==> src/hdl/tpsc_pkg.sv <==
// Constants and types for the tare and peak store control block
// What this block does
// - Tare capture starts only on rising edge
// - Captured tare held while powered
// - Reject tare when input exceeds overflow limit
// - Tare-valid output and indicator while valid
// - Store input selects gross or net signal
// - Current mode run follows selected input
// - Hold freezes stored value on output
// - Peak mode records minimum, maximum or span
// - Envelope moves peak linearly toward current
// - Unconnected control inputs read as low
// - Tare with store, or min/max without tare
// - Factory defaults after reset
// - Peak to current mode clears peak store
// - Net gain one-hot: 1, 2, 5, 10
// - Retained tare restored after power returns
package tpsc_pkg;

  // ****************************************
  // Register map
  // ****************************************
  localparam logic [11:0] TPSC_OFS_CTRL = 12'h000;
  localparam logic [11:0] TPSC_OFS_STAT = 12'h004;
  localparam logic [11:0] TPSC_OFS_IRQ_STAT = 12'h008;
  localparam logic [11:0] TPSC_OFS_IRQ_MASK = 12'h00C;
  localparam logic [11:0] TPSC_OFS_TARE = 12'h010;
  localparam logic [11:0] TPSC_OFS_STORE = 12'h014;
  localparam logic [11:0] TPSC_OFS_NET = 12'h018;
  localparam logic [11:0] TPSC_OFS_OVF = 12'h01C;
  localparam logic [11:0] TPSC_OFS_RATE = 12'h020;
  localparam logic [11:0] TPSC_OFS_NVM = 12'h024;

  // ****************************************
  // Control fields
  // ****************************************
  localparam int TPSC_CTRL_RETAIN = 0;
  localparam int TPSC_CTRL_TFILT = 1;
  localparam int TPSC_CTRL_SFILT = 2;
  localparam int TPSC_CTRL_ENV = 3;
  localparam int TPSC_CTRL_SRC_NET = 4;
  localparam int TPSC_CTRL_MINMAX = 5;
  localparam int TPSC_CTRL_PKSEL = 6;
  localparam int TPSC_CTRL_GAIN = 8;
  localparam logic [11:0] TPSC_CTRL_RST = 12'h142;
  localparam logic [11:0] TPSC_CTRL_WMASK = 12'hFFF;

  // ****************************************
  // Peak kinds and gain codes
  // ****************************************
  localparam logic [1:0] TPSC_PK_MIN = 2'h0;
  localparam logic [1:0] TPSC_PK_MAX = 2'h1;
  localparam logic [1:0] TPSC_PK_P2P = 2'h2;
  localparam logic [3:0] TPSC_G1 = 4'h1;
  localparam logic [3:0] TPSC_G2 = 4'h2;
  localparam logic [3:0] TPSC_G5 = 4'h4;
  localparam logic [3:0] TPSC_G10 = 4'h8;

  // ****************************************
  // Reset values and counts
  // ****************************************
  localparam logic [15:0] TPSC_OVF_RST = 16'h6B33;
  localparam logic [15:0] TPSC_RATE_RST = 16'h0000;
  localparam int TPSC_DEB_CYC = 4;
  localparam int TPSC_IRQ_TARE_OK = 0;
  localparam int TPSC_IRQ_TARE_REJ = 1;
  localparam int TPSC_IRQ_W = 2;

endpackage

==> src/hdl/tpsc_sync.sv <==
// Three-stage synchroniser with agreement debounce
`timescale 1ns/1ps
module tpsc_sync
  import tpsc_pkg::*;
#(
  parameter int DEB = TPSC_DEB_CYC
) (
  // Clock and reset
  input wire logic i_clk,
  input wire logic i_rst_n,
  // Pin and clean level
  input wire logic i_pin,
  output logic o_level
);

  logic s1_q;
  logic s2_q;
  logic s3_q;
  logic [7:0] cnt_q;

  always_ff @(posedge i_clk or negedge i_rst_n) begin
    if (!i_rst_n) begin
      s1_q <= 1'b0;
      s2_q <= 1'b0;
      s3_q <= 1'b0;
    end else begin
      s1_q <= i_pin;
      s2_q <= s1_q;
      s3_q <= s2_q;
    end
  end

  // Level accepted after stable agreement
  always_ff @(posedge i_clk or negedge i_rst_n) begin
    if (!i_rst_n) begin
      cnt_q <= 8'h00;
      o_level <= 1'b0;
    end else if ((s2_q != s3_q) || (s3_q == o_level)) begin
      cnt_q <= 8'h00;
    end else if (cnt_q == 8'(DEB - 1)) begin
      o_level <= s3_q;
      cnt_q <= 8'h00;
    end else begin
      cnt_q <= cnt_q + 8'h01;
    end
  end

endmodule

==> src/hdl/tpsc_gain.sv <==
// Net signal gain stage with one-hot select
`timescale 1ns/1ps
module tpsc_gain
  import tpsc_pkg::*;
#(
  parameter int W = 16
) (
  // Data
  input wire logic signed [W-1:0] i_x,
  input wire logic [3:0] i_sel,
  output logic signed [W-1:0] o_y
);

  localparam logic signed [W+3:0] HI = (W+4)'((1 <<< (W-1)) - 1);
  localparam logic signed [W+3:0] LO = (W+4)'(-(1 <<< (W-1)));

  logic signed [W+3:0] p;

  always_comb begin
    p = (W+4)'(i_x);
    case (i_sel)
      TPSC_G2: p = (W+4)'(i_x) <<< 1;
      TPSC_G5: p = ((W+4)'(i_x) <<< 2) + (W+4)'(i_x);
      TPSC_G10: p = ((W+4)'(i_x) <<< 3) + ((W+4)'(i_x) <<< 1);
      default: p = (W+4)'(i_x);
    endcase
    if (p > HI) begin
      o_y = HI[W-1:0];
    end else if (p < LO) begin
      o_y = LO[W-1:0];
    end else begin
      o_y = p[W-1:0];
    end
  end

endmodule

==> src/hdl/tpsc_top.sv <==
// Tare and peak store control with APB registers
//
// Local design decisions: the address map and register access over APB.
`timescale 1ns/1ps
module tpsc_top
  import tpsc_pkg::*;
#(
  parameter int W = 16,
  parameter int DEB = TPSC_DEB_CYC
) (
  // Clock and reset
  input wire logic i_clk,
  input wire logic i_rst_n,
  // APB slave
  input wire logic i_psel,
  input wire logic i_penable,
  input wire logic i_pwrite,
  input wire logic [11:0] i_paddr,
  input wire logic [31:0] i_pwdata,
  output logic [31:0] o_prdata,
  output logic o_pready,
  output logic o_pslverr,
  // Control pins
  input wire logic i_tare_pin,
  input wire logic i_run_pin,
  input wire logic i_peak_pin,
  // Gross sample from amplifier
  input wire logic signed [W-1:0] i_gross,
  input wire logic i_sample_vld,
  // Nonvolatile tare copy
  input wire logic signed [W-1:0] i_nvm_tare,
  input wire logic i_nvm_valid,
  output logic o_nvm_we,
  output logic signed [W-1:0] o_nvm_data,
  // Outputs
  output logic o_tare_valid,
  output logic o_led,
  output logic signed [W-1:0] o_store,
  output logic signed [W-1:0] o_tare_out,
  output logic o_irq
);

  // ****************************************
  // Declarations
  // ****************************************
  logic [11:0] ctrl_q;
  logic [15:0] ovf_q;
  logic [15:0] rate_q;
  logic [TPSC_IRQ_W-1:0] ist_q;
  logic [TPSC_IRQ_W-1:0] imask_q;
  logic [TPSC_IRQ_W-1:0] ev;
  logic signed [W-1:0] tare_q;
  logic tvalid_q;
  logic restored_q;
  logic tare_lv;
  logic tare_lv_q;
  logic tare_pend_q;
  logic tare_go;
  logic run_lv;
  logic hold_lv;
  logic peak_lv;
  logic peak_lv_q;
  logic signed [W-1:0] net;
  logic signed [W-1:0] net_g;
  logic signed [W-1:0] src;
  logic signed [W-1:0] mn_q;
  logic signed [W-1:0] mx_q;
  logic signed [W-1:0] cur_q;
  logic pk_init_q;
  logic [15:0] dcnt_q;
  logic dstep;
  logic [W-1:0] absg;
  logic over;
  logic wr;
  logic rd;
  logic hit;
  logic [31:0] rdata;

  // ****************************************
  // Control input conditioning
  // ****************************************
  // Open inputs read low via sync reset value
  tpsc_sync #(.DEB(DEB)) u_sync_tare (
    .i_clk(i_clk),
    .i_rst_n(i_rst_n),
    .i_pin(i_tare_pin),
    .o_level(tare_lv)
  );
  tpsc_sync #(.DEB(DEB)) u_sync_run (
    .i_clk(i_clk),
    .i_rst_n(i_rst_n),
    .i_pin(i_run_pin),
    .o_level(hold_lv)
  );
  // Open run pin reads low and selects run
  assign run_lv = !hold_lv;
  tpsc_sync #(.DEB(DEB)) u_sync_peak (
    .i_clk(i_clk),
    .i_rst_n(i_rst_n),
    .i_pin(i_peak_pin),
    .o_level(peak_lv)
  );

  always_ff @(posedge i_clk or negedge i_rst_n) begin
    if (!i_rst_n) begin
      tare_lv_q <= 1'b0;
      peak_lv_q <= 1'b0;
    end else begin
      tare_lv_q <= tare_lv;
      peak_lv_q <= peak_lv;
    end
  end

  // ****************************************
  // Tare capture
  // ****************************************
  assign absg = i_gross[W-1] ? W'(-i_gross) : W'(i_gross);
  assign over = ({{(16){1'b0}}, absg} > {{(W){1'b0}}, ovf_q});

  // Edge waits for the next valid sample
  always_ff @(posedge i_clk or negedge i_rst_n) begin
    if (!i_rst_n) begin
      tare_pend_q <= 1'b0;
    end else if (tare_lv && !tare_lv_q && !ctrl_q[TPSC_CTRL_MINMAX]) begin
      tare_pend_q <= 1'b1;
    end else if (tare_go) begin
      tare_pend_q <= 1'b0;
    end
  end
  assign tare_go = tare_pend_q && i_sample_vld && restored_q;

  always_ff @(posedge i_clk or negedge i_rst_n) begin
    if (!i_rst_n) begin
      tare_q <= '0;
      tvalid_q <= 1'b0;
      restored_q <= 1'b0;
      o_nvm_we <= 1'b0;
      o_nvm_data <= '0;
    end else begin
      o_nvm_we <= 1'b0;
      if (!restored_q) begin
        restored_q <= 1'b1;
        if (i_nvm_valid) begin
          tare_q <= i_nvm_tare;
          tvalid_q <= 1'b1;
        end
      end else if (tare_go) begin
        if (over) begin
          tvalid_q <= 1'b0;
        end else begin
          tare_q <= i_gross;
          tvalid_q <= 1'b1;
          if (ctrl_q[TPSC_CTRL_RETAIN]) begin
            o_nvm_we <= 1'b1;
            o_nvm_data <= i_gross;
          end
        end
      end
    end
  end

  always_comb begin
    net = W'(i_gross - tare_q);
    if (!tvalid_q) begin
      net = i_gross;
    end
  end

  tpsc_gain #(.W(W)) u_gain (
    .i_x(net),
    .i_sel(ctrl_q[TPSC_CTRL_GAIN +: 4]),
    .o_y(net_g)
  );

  // Net is unamplified when feeding the store
  assign src = ctrl_q[TPSC_CTRL_SRC_NET] ? net : i_gross;

  // ****************************************
  // Envelope step divider
  // ****************************************
  always_ff @(posedge i_clk or negedge i_rst_n) begin
    if (!i_rst_n) begin
      dcnt_q <= 16'h0000;
    end else if (dstep) begin
      dcnt_q <= 16'h0000;
    end else begin
      dcnt_q <= dcnt_q + 16'h0001;
    end
  end
  assign dstep = (rate_q != 16'h0000) && (dcnt_q >= rate_q);

  // ****************************************
  // Store unit
  // ****************************************
  always_ff @(posedge i_clk or negedge i_rst_n) begin
    if (!i_rst_n) begin
      mn_q <= '0;
      mx_q <= '0;
      cur_q <= '0;
      pk_init_q <= 1'b0;
    end else if (peak_lv && !peak_lv_q) begin
      mn_q <= '0;
      mx_q <= '0;
      pk_init_q <= 1'b0;
    end else if (run_lv && i_sample_vld) begin
      if (peak_lv) begin
        cur_q <= src;
      end else if (!pk_init_q) begin
        mn_q <= src;
        mx_q <= src;
        pk_init_q <= 1'b1;
      end else begin
        if (src < mn_q) begin
          mn_q <= src;
        end else if (ctrl_q[TPSC_CTRL_ENV] && dstep) begin
          mn_q <= W'(mn_q + 1);
        end
        if (src > mx_q) begin
          mx_q <= src;
        end else if (ctrl_q[TPSC_CTRL_ENV] && dstep) begin
          mx_q <= W'(mx_q - 1);
        end
      end
    end
  end

  // Peak pin low selects peak mode, high current
  always_ff @(posedge i_clk or negedge i_rst_n) begin
    if (!i_rst_n) begin
      o_store <= '0;
      o_tare_out <= '0;
      o_tare_valid <= 1'b0;
      o_led <= 1'b0;
    end else begin
      o_tare_valid <= tvalid_q;
      o_led <= tvalid_q;
      if (ctrl_q[TPSC_CTRL_MINMAX]) begin
        o_store <= mn_q;
        o_tare_out <= mx_q;
      end else begin
        if (i_sample_vld) begin
          o_tare_out <= net_g;
        end
        if (peak_lv && !peak_lv_q) begin
          o_store <= '0;
        end else if (run_lv || !peak_lv) begin
          if (!peak_lv) begin
            case (ctrl_q[TPSC_CTRL_PKSEL +: 2])
              TPSC_PK_MIN: o_store <= mn_q;
              TPSC_PK_P2P: o_store <= W'(mx_q - mn_q);
              default: o_store <= mx_q;
            endcase
          end else begin
            o_store <= cur_q;
          end
        end
      end
      // Hold keeps last presented value
      if (!run_lv && peak_lv && peak_lv_q && !ctrl_q[TPSC_CTRL_MINMAX]) begin
        o_store <= o_store;
      end
    end
  end

  // ****************************************
  // Interrupts
  // ****************************************
  assign ev[TPSC_IRQ_TARE_OK] = tare_go && !over;
  assign ev[TPSC_IRQ_TARE_REJ] = tare_go && over;

  always_ff @(posedge i_clk or negedge i_rst_n) begin
    if (!i_rst_n) begin
      ist_q <= '0;
    end else if (wr && (i_paddr == TPSC_OFS_IRQ_STAT)) begin
      ist_q <= (ist_q & ~i_pwdata[TPSC_IRQ_W-1:0]) | ev;
    end else begin
      ist_q <= ist_q | ev;
    end
  end

  always_ff @(posedge i_clk or negedge i_rst_n) begin
    if (!i_rst_n) begin
      o_irq <= 1'b0;
    end else begin
      o_irq <= |(ist_q & imask_q);
    end
  end

  // ****************************************
  // APB slave
  // ****************************************
  assign wr = i_psel && i_penable && i_pwrite && o_pready;
  assign rd = i_psel && !i_penable && !i_pwrite;

  always_ff @(posedge i_clk or negedge i_rst_n) begin
    if (!i_rst_n) begin
      ctrl_q <= TPSC_CTRL_RST;
      ovf_q <= TPSC_OVF_RST;
      rate_q <= TPSC_RATE_RST;
      imask_q <= '0;
    end else if (wr) begin
      if (i_paddr == TPSC_OFS_CTRL) begin
        ctrl_q <= i_pwdata[11:0] & TPSC_CTRL_WMASK;
      end else if (i_paddr == TPSC_OFS_OVF) begin
        ovf_q <= i_pwdata[15:0];
      end else if (i_paddr == TPSC_OFS_RATE) begin
        rate_q <= i_pwdata[15:0];
      end else if (i_paddr == TPSC_OFS_IRQ_MASK) begin
        imask_q <= i_pwdata[TPSC_IRQ_W-1:0];
      end
    end
  end

  always_comb begin
    rdata = 32'h0000_0000;
    hit = 1'b1;
    if (i_paddr == TPSC_OFS_CTRL) begin
      rdata = {20'h0_0000, ctrl_q};
    end else if (i_paddr == TPSC_OFS_STAT) begin
      rdata = {27'h000_0000, pk_init_q, peak_lv, run_lv, tare_lv, tvalid_q};
    end else if (i_paddr == TPSC_OFS_IRQ_STAT) begin
      rdata = 32'(ist_q);
    end else if (i_paddr == TPSC_OFS_IRQ_MASK) begin
      rdata = 32'(imask_q);
    end else if (i_paddr == TPSC_OFS_TARE) begin
      rdata = 32'(unsigned'(tare_q));
    end else if (i_paddr == TPSC_OFS_STORE) begin
      rdata = 32'(unsigned'(o_store));
    end else if (i_paddr == TPSC_OFS_NET) begin
      rdata = 32'(unsigned'(net_g));
    end else if (i_paddr == TPSC_OFS_OVF) begin
      rdata = {16'h0000, ovf_q};
    end else if (i_paddr == TPSC_OFS_RATE) begin
      rdata = {16'h0000, rate_q};
    end else if (i_paddr == TPSC_OFS_NVM) begin
      rdata = {31'h0000_0000, restored_q};
    end else begin
      hit = 1'b0;
    end
  end

  // No wait state: ready in first access cycle
  always_ff @(posedge i_clk or negedge i_rst_n) begin
    if (!i_rst_n) begin
      o_pready <= 1'b0;
      o_pslverr <= 1'b0;
      o_prdata <= 32'h0000_0000;
    end else if (i_psel && !i_penable) begin
      o_pready <= 1'b1;
      o_pslverr <= !hit;
      o_prdata <= rd ? rdata : 32'h0000_0000;
    end else begin
      o_pready <= 1'b0;
      o_pslverr <= 1'b0;
    end
  end

endmodule

==> config.mk <==
export PLATFORM = sky130hd
export DESIGN_NAME = tpsc_top
export DESIGN_NICKNAME = d
export VERILOG_FILES = /design/src/hdl/tpsc_pkg.sv /design/src/hdl/tpsc_sync.sv /design/src/hdl/tpsc_gain.sv /design/src/hdl/tpsc_top.sv
export SDC_FILE = /design/constraint.sdc
export NUM_CORES = 1
export LEC_CHECK = 0
export BUFFER_PORTS_ARGS = -buffer_cell sky130_fd_sc_hd__buf_2
export CAP_MARGIN = 20
export CORE_UTILIZATION = 40
export CTS_BUF_LIST = sky130_fd_sc_hd__clkbuf_2
export CTS_CLUSTER_DIAMETER = 60
export DETAILED_ROUTE_END_ITERATION = 10
export GPL_TIMING_DRIVEN = 1
export PLACE_DENSITY = 0.65
export SYNTH_ARGS = -nofsm -noshare
export SYNTH_HDL_FRONTEND = slang
export SYNTH_SLANG_ARGS = --single-unit
==> constraint.sdc <==
create_clock -name i_clk -period 6.39 [get_ports i_clk]
set_input_delay 1.917 -clock i_clk [delete_from_list [all_inputs] [get_ports i_clk]]
set_output_delay 1.917 -clock i_clk [all_outputs]
set_load 0.03 [all_outputs]
# After elaboration in Yosys (flattened, before gate mapping)
# Index checks and enable logic that the tools add are counted.
[classes]
addsub = 11
multipliers = 0
div_mod_pow = 0
n_lt_le_gt_ge = 6
n_eq_ne = 27
shifts = 0
mux = 73
bitwise = 14
reduce_logical = 56
[op_table]
columns = ["operator", "count"]
rows = [
  ["2-to-1 mux 16 bit", 34],
  ["2-to-1 mux 32 bit", 4],
  ["one-hot mux 20 bit (3 select lines)", 1],
  ["equality test 12 x 5 -> 1 bit (second input constant)", 4],
  ["2-to-1 mux 8 bit", 6],
  ["> comparator 16 bit", 2],
  ["one-hot mux 16 bit (2 select lines)", 1],
  ["subtractor 16 bit", 2],
  ["2-to-1 mux 1 bit", 26],
  ["adder 8 x 1 -> 8 bit (second input constant)", 3],
  ["equality test 12 x 4 -> 1 bit (second input constant)", 2],
  ["equality test 12 x 6 -> 1 bit (second input constant)", 2],
  ["equality test 8 x 2 -> 1 bit (second input constant)", 3],
  ["adder 19 x 17 -> 20 bit", 1],
  ["> comparator 20 x 16 -> 1 bit (second input constant)", 1],
  ["< comparator 20 x 16 -> 1 bit (second input constant)", 1],
  ["adder 18 x 16 -> 19 bit", 1],
  ["logical AND 1 bit", 19],
  ["adder 16 x 1 -> 16 bit (second input constant)", 1],
  ["adder 16 x 2 -> 16 bit (second input constant)", 1],
  [">= comparator 16 bit", 1],
  ["< comparator 16 bit", 1],
  ["negator 16 bit", 1],
  ["nonzero test 16 bit", 1],
  ["27 further kinds", 68],
]
[totals]
ff_bits = 255
latch_bits = 0
mem_bits_rw = 0
mem_bits_ro = 0
input_bits = 86
out_inout_bits = 86
wordCells = 227
memories = 0

# Depth between registers and ports, before layout
[logic_depth]
word_depth = 15
mapped_depth = 25
mapped_depth_nobuf = 23

# Hierarchy
# A second synthesis with hierarchy kept.
[unflattened]
cells_unflattened = 1893
area_unflattened_um2 = 17166.5
[by_module_without_submodules]
columns = ["mod", "n_inst", "cells_each", "area_each_um2", "seq_area_each_um2"]
rows = [
  ["tpsc_top", 1, 1540, 14112.3, 5094.9],
  ["tpsc_sync", 3, 49, 534.3, 300.3],
  ["tpsc_gain", 1, 206, 1451.4, 0.0],
]

# Worst setup path after synthesis
# No wires, ideal clock.
[synth_timing]
kind = "input -> register"
startpoint = "input port i_gross[0]"
endpoint = "register o_prdata[0]"
setup_ps = 129
arrival_time_ps = 6286
required_time_ps = 6261
setup_slack_ps = -26
stages = 22
path_buffers = 0
path_cell_list = "inv_1 > ha_1 > inv_1 > fa_1 > a211oi_1 > o21a_1 > xnor2_1 > mux2i_1 > inv_1 > ha_1 > o21a_1 > o21ai_0 > a21oi_1 > o21a_1 > o221a_1 > a41o_1 > or4b_1 > a31oi_1 > a211oi_2 > o31ai_4 > nor2_1 > o41a_1"
[synth_between]
elab_chain_cells = 15
word_cells_on_any_way = 17
classes_between = "3 x add/sub; 2 x order compare; 12 x mux"
[synth_lines]
columns = ["item", "line_no", "text"]
rows = [
  ["start: declaration", "tpsc_top.sv:28", "input wire logic signed [W-1:0] i_gross,"],
  ["subtractor 16 bit", "tpsc_top.sv:163", "net = W'(i_gross - tare_q);"],
  ["2-to-1 mux 16 bit *", "tpsc_top.sv:164", "if (!tvalid_q) begin"],
  ["adder 19 x 17 -> 20 bit or adder 18 x 16 -> 19 bit (tied branches)", "tpsc_gain.sv:24, tpsc_gain.sv:23", ""],
  ["one-hot mux 20 bit (3 select lines) *", "tpsc_gain.sv:21", "case (i_sel)"],
  ["< comparator 20 x 16 -> 1 bit", "tpsc_gain.sv:29", "end else if (p < LO) begin"],
  ["2-to-1 mux 16 bit", "tpsc_gain.sv:29", ""],
  ["2-to-1 mux 16 bit *", "tpsc_gain.sv:27", "if (p > HI) begin"],
  ["2-to-1 mux 16 bit *", "tpsc_top.sv:329", "end else if (i_paddr == TPSC_OFS_NET) begin"],
  ["2-to-1 mux 16 bit *", "tpsc_top.sv:327", "end else if (i_paddr == TPSC_OFS_STORE) begin"],
  ["2-to-1 mux 16 bit *", "tpsc_top.sv:325", "end else if (i_paddr == TPSC_OFS_TARE) begin"],
  ["2-to-1 mux 16 bit *", "tpsc_top.sv:323", "end else if (i_paddr == TPSC_OFS_IRQ_MASK) begin"],
  ["2-to-1 mux 32 bit *", "tpsc_top.sv:321", "end else if (i_paddr == TPSC_OFS_IRQ_STAT) begin"],
  ["2-to-1 mux 32 bit *", "tpsc_top.sv:319", "end else if (i_paddr == TPSC_OFS_STAT) begin"],
  ["2-to-1 mux 32 bit *", "tpsc_top.sv:317", "if (i_paddr == TPSC_OFS_CTRL) begin"],
  ["2-to-1 mux 32 bit *", "tpsc_top.sv:351", "o_prdata <= rd ? rdata : 32'h0000_0000;"],
  ["end signal: assignment", "tpsc_top.sv:351", ""],
  ["end: declaration", "tpsc_top.sv:20", "output logic [31:0] o_prdata,"],
]
# Mark *: on every way between the ends. The rest lies on a longest branch, timed or not.
# A chain may end at the register's enable or synchronous reset.

# Worst setup path in the final report
[layout_timing]
startpoint = "input port i_gross[1]"
endpoint = "register o_tare_out[7]"
[layout_between]
elab_chain_cells = 9
word_cells_on_any_way = 11
classes_between = "3 x add/sub; 2 x order compare; 6 x mux"
[layout_lines]
columns = ["item", "line_no", "text"]
rows = [
  ["subtractor 16 bit", "tpsc_top.sv:163", ""],
  ["2-to-1 mux 16 bit *", "tpsc_top.sv:164", ""],
  ["adder 19 x 17 -> 20 bit or adder 18 x 16 -> 19 bit (tied branches)", "tpsc_gain.sv:24, tpsc_gain.sv:23", ""],
  ["one-hot mux 20 bit (3 select lines) *", "tpsc_gain.sv:21", ""],
  ["< comparator 20 x 16 -> 1 bit", "tpsc_gain.sv:29", ""],
  ["2-to-1 mux 16 bit", "tpsc_gain.sv:29", ""],
  ["2-to-1 mux 16 bit *", "tpsc_gain.sv:27", ""],
  ["2-to-1 mux 16 bit *", "tpsc_top.sv:241", "if (i_sample_vld) begin"],
  ["2-to-1 mux 16 bit *", "tpsc_top.sv:237", "if (ctrl_q[TPSC_CTRL_MINMAX]) begin"],
  ["end signal: assignment", "tpsc_top.sv:239", "o_tare_out <= mx_q;"],
  ["end signal: assignment", "tpsc_top.sv:242", "o_tare_out <= net_g;"],
  ["end: declaration", "tpsc_top.sv:39", "output logic signed [W-1:0] o_tare_out,"],
]
# Mark *: on every way between the ends. The rest lies on a longest branch, timed or not. The select of a mux whose other input is x is not followed.

==> results.py <==
metrics = {
    "place": {
        "gp_congestion": 1.03,
        "io_buffers": 139,
        "hpwl_um": 44500,
    },
    "timing": {
        "period_share": 0.949,
        "hold_slack_ns": 0.352,
        "rsz0062_at_grt": "false",
        "finalHoldViolCount": 0,
        "final.setup.tns_ns": 0,
        "finalSetupViolCount": 0,
        "max_freq_mhz": 165,
        "fin_worst_skew_ns": 0.0709,
        "period_minus_slack_ns": 6.06,
        "slew_viol_final": 0,
        "relSlewSlack": 0.317,
        "worst_pin_slew_ns": 1.02,
    },
    "hold_path": {
        "hold_path.class": "reg -> reg",
        "whs_path_depth": 0,
        "min_from": "u_sync_tare.s1_q",
        "min_to": "u_sync_tare.s2_q",
    },
    "die": {
        "fp.dieW_um": 208,
        "die_y_um": 208,
        "rows": 75,
        "ios": 172,
        "start_util": 0.404,
        "die-area_um2": 43100,
        "coreArea_um2": 41900,
    },
    "global_route": {
        "grt_pass1_wl_um": 90900,
        "grt_util_met2": 0.434,
        "antenna_found_initial": 1,
        "grt_pass1_vias": 15800,
        "grt_max_degree": 101,
        "grt.busiest_layer": "met2",
        "met3_usage": 0.0510,
        "grt_overflow_total": 0,
        "gr-usage-all-layers": 0.270,
        "use_met1": 0.358,
    },
    "final_layout": {
        "fin_nets": 2401,
        "utilization": 0.474,
        "layout.cells.most_common": "dfrtp_1",
        "layout_common_cells": "227 x dfrtp_1, 163 x buf_4, 159 x nand2_1",
        "area_delta_synth_final_pct": 17.1,
        "drive_above_1_share": 0.237,
    },
    "clock_network": {
        "numCtsBuffers": 69,
        "clkSinkCount": 239,
        "cts_tree": "yes",
        "cts_resized": 0,
        "path_clk_slew_ns": 0.09,
        "holdBufCountCts": 0,
        "postCtsSetupBuffers": 0,
        "clock_latency_ns": 0.95,
        "htree_num_levels": 3,
        "cts_root_buffer": "clkbuf_2",
        "cts_buffer_depth": 3,
    },
    "pwr": {
        "powerDensity_nw_per_um2": 393,
        "peakVddDrop_mv": 0.200,
        "power_mw": 7.80,
        "p_leak_nw": 9.60,
    },
    "critical_path": {
        "cp_data_arrival_time_ns": 6.83,
        "required_ns": 7.15,
        "rrSetupSlack_ns": 0.92,
        "timing.rr.start": "tare_q[1]",
        "path_class": "in -> reg",
        "rr_worst_depth": 22,
        "startpoint": "i_gross[1]",
        "cp_max_fo": 9,
        "r2r_end": "o_tare_out[7]",
        "endpoint_kind": "flip-flop",
        "start_kind": "primary input",
    },
    "drt": {
        "wire_per_inst_um": 21.0,
        "dr.first_iter.drc_count": 1618,
        "dr.pass1.iters": 6,
        "vias": 16300,
        "drc_errors": 0,
        "ant_nets": 0,
        "drt-total-wl_um": 58500,
        "post_drt_via_cell_ratio": 5.86,
    },
    "synth": {
        "netlist-cell-type-count": 87,
        "synth_seq_area_share": 0.354,
        "synth_cells": 1923,
        "synthArstFlopShare": 1.00,
        "synth_ff_type": "dfrtp_1",
        "synthTopCellsByArea": "dfrtp_1 34%, ha_1 8.4%, mux2_2 4.9%",
        "syn_avg_cell_area_um2": 8.80,
        "ys_ff_latch": 239,
        "syn_area_um2": 16900,
        "yosys.area.top_type_share": 0.336,
        "ys_warn_count": 0,
        "synth_edf_count": 0,
        "yosys.area.top_type": "dfrtp_1",
    },
    "run": {
        "drv_cap": 0,
    },
    "outcome": {
        "status": "complete, no violations",
    },
}
[layer usage]
metal | vias to the layer above | share of wire | wire (um)
li1 | 7604 | - | -
met2 | 752 | 0.46 | 26700
met1 | 7868 | 0.42 | 24800
met5 | - | 0 | 0
met4 | 0 | 0.037 | 2140
met3 | 120 | 0.083 | 4840
[critical path, stage by stage]
cell,delay (ns)
buf_2,0.13
ha_1,0.29
nor2b_1,0.15
o31ai_1,0.21
buf_4,0.17
a21oi_1,0.08
o21a_1,0.20
o31ai_1,0.61
ha_1,0.36
o21a_1,0.11
o21ai_0,0.16
a21oi_1,0.11
o21a_1,0.22
o221a_1,0.21
a41o_1,0.24
or4b_1,0.52
a31oi_1,0.22
a211oi_2,0.11
o31a_1,0.31
buf_4,0.16
nor2_4,0.22
a21oi_1,0.11
[layout make-up]
| class | instances | area, um^2 |
|---|---|---|
| timing repair buffer | 306 | 2010 |
| multi-input combinational | 1465 | 10100 |
| fill | 4108 | 22000 |
| antenna | 1 | 2.50 |
| inverter | 118 | 443 |
| clock inverter | 21 | 119 |
| clock buffer | 100 | 500 |
| sequential | 239 | 6000 |
| tap | 539 | 674 |
[cells in the mapped netlist (all sizes together), types with 6 or more instances]
cell     number
dfrtp       227
nand2       159
nor2        158
a21oi       119
inv         117
o21ai       117
ha          113
clkbuf       86
mux2         74
nand3        63
xnor2        47
mux2i        46
and3         39
o22ai        39
a31oi        38
nor3         33
buf          30
a21o         29
xor2         28
o21a         27
a221oi       25
a22oi        22
o31ai        21
nand2b       19
nor2b        19
a2bb2oi      18
nor4         18
a211oi       15
o211ai       13
dfstp        12
nand4        12
or3          11
a221o        10
or2          10
a222oi        8
and2          8
nor4b         6
o41ai         6
[stage by stage]
step                      worst slack [ns]  area, um^2  instances
after detailed placement            -0.518       19200       2667
after floorplan                     0.0258       17000       1938
after global placement              -0.471       19200       2667
final                                0.326       19800       2789
after global routing                 0.102       19800       2789
after CTS                            0.470       19800       2788
[worst max-delay path by stage]
stage / to / cells after the start
after detailed placement: o_tare_out[6] / 24
after floorplan: o_prdata[0] / 22
after CTS: o_tare_out[6] / 24
after global routing: o_prdata[0] / 23
after global placement: o_prdata[0] / 23
final: o_tare_out[7] / 22
[logic make-up (layout without fill, tap and decap cells)]
group           after synthesis  after routing  synth area share
buf+inv                     234            545            0.0562
other cells                   2             18          0.000444
flops                       239            239             0.354
simple gates                575            575             0.163
fa+ha+maj                   118            118            0.0882
compound gates              560            560             0.223
xor+xnor                     75             75            0.0392
mux                         120            120            0.0764
[power breakdown]
part	internal [mW]	leakage (nW)	switching, mW
Clock	0.461	0.468	0.697
Combinational	2.02	6.11	2.55
Sequential	1.74	3.02	0.331
(Power assumes the default switching activity.)
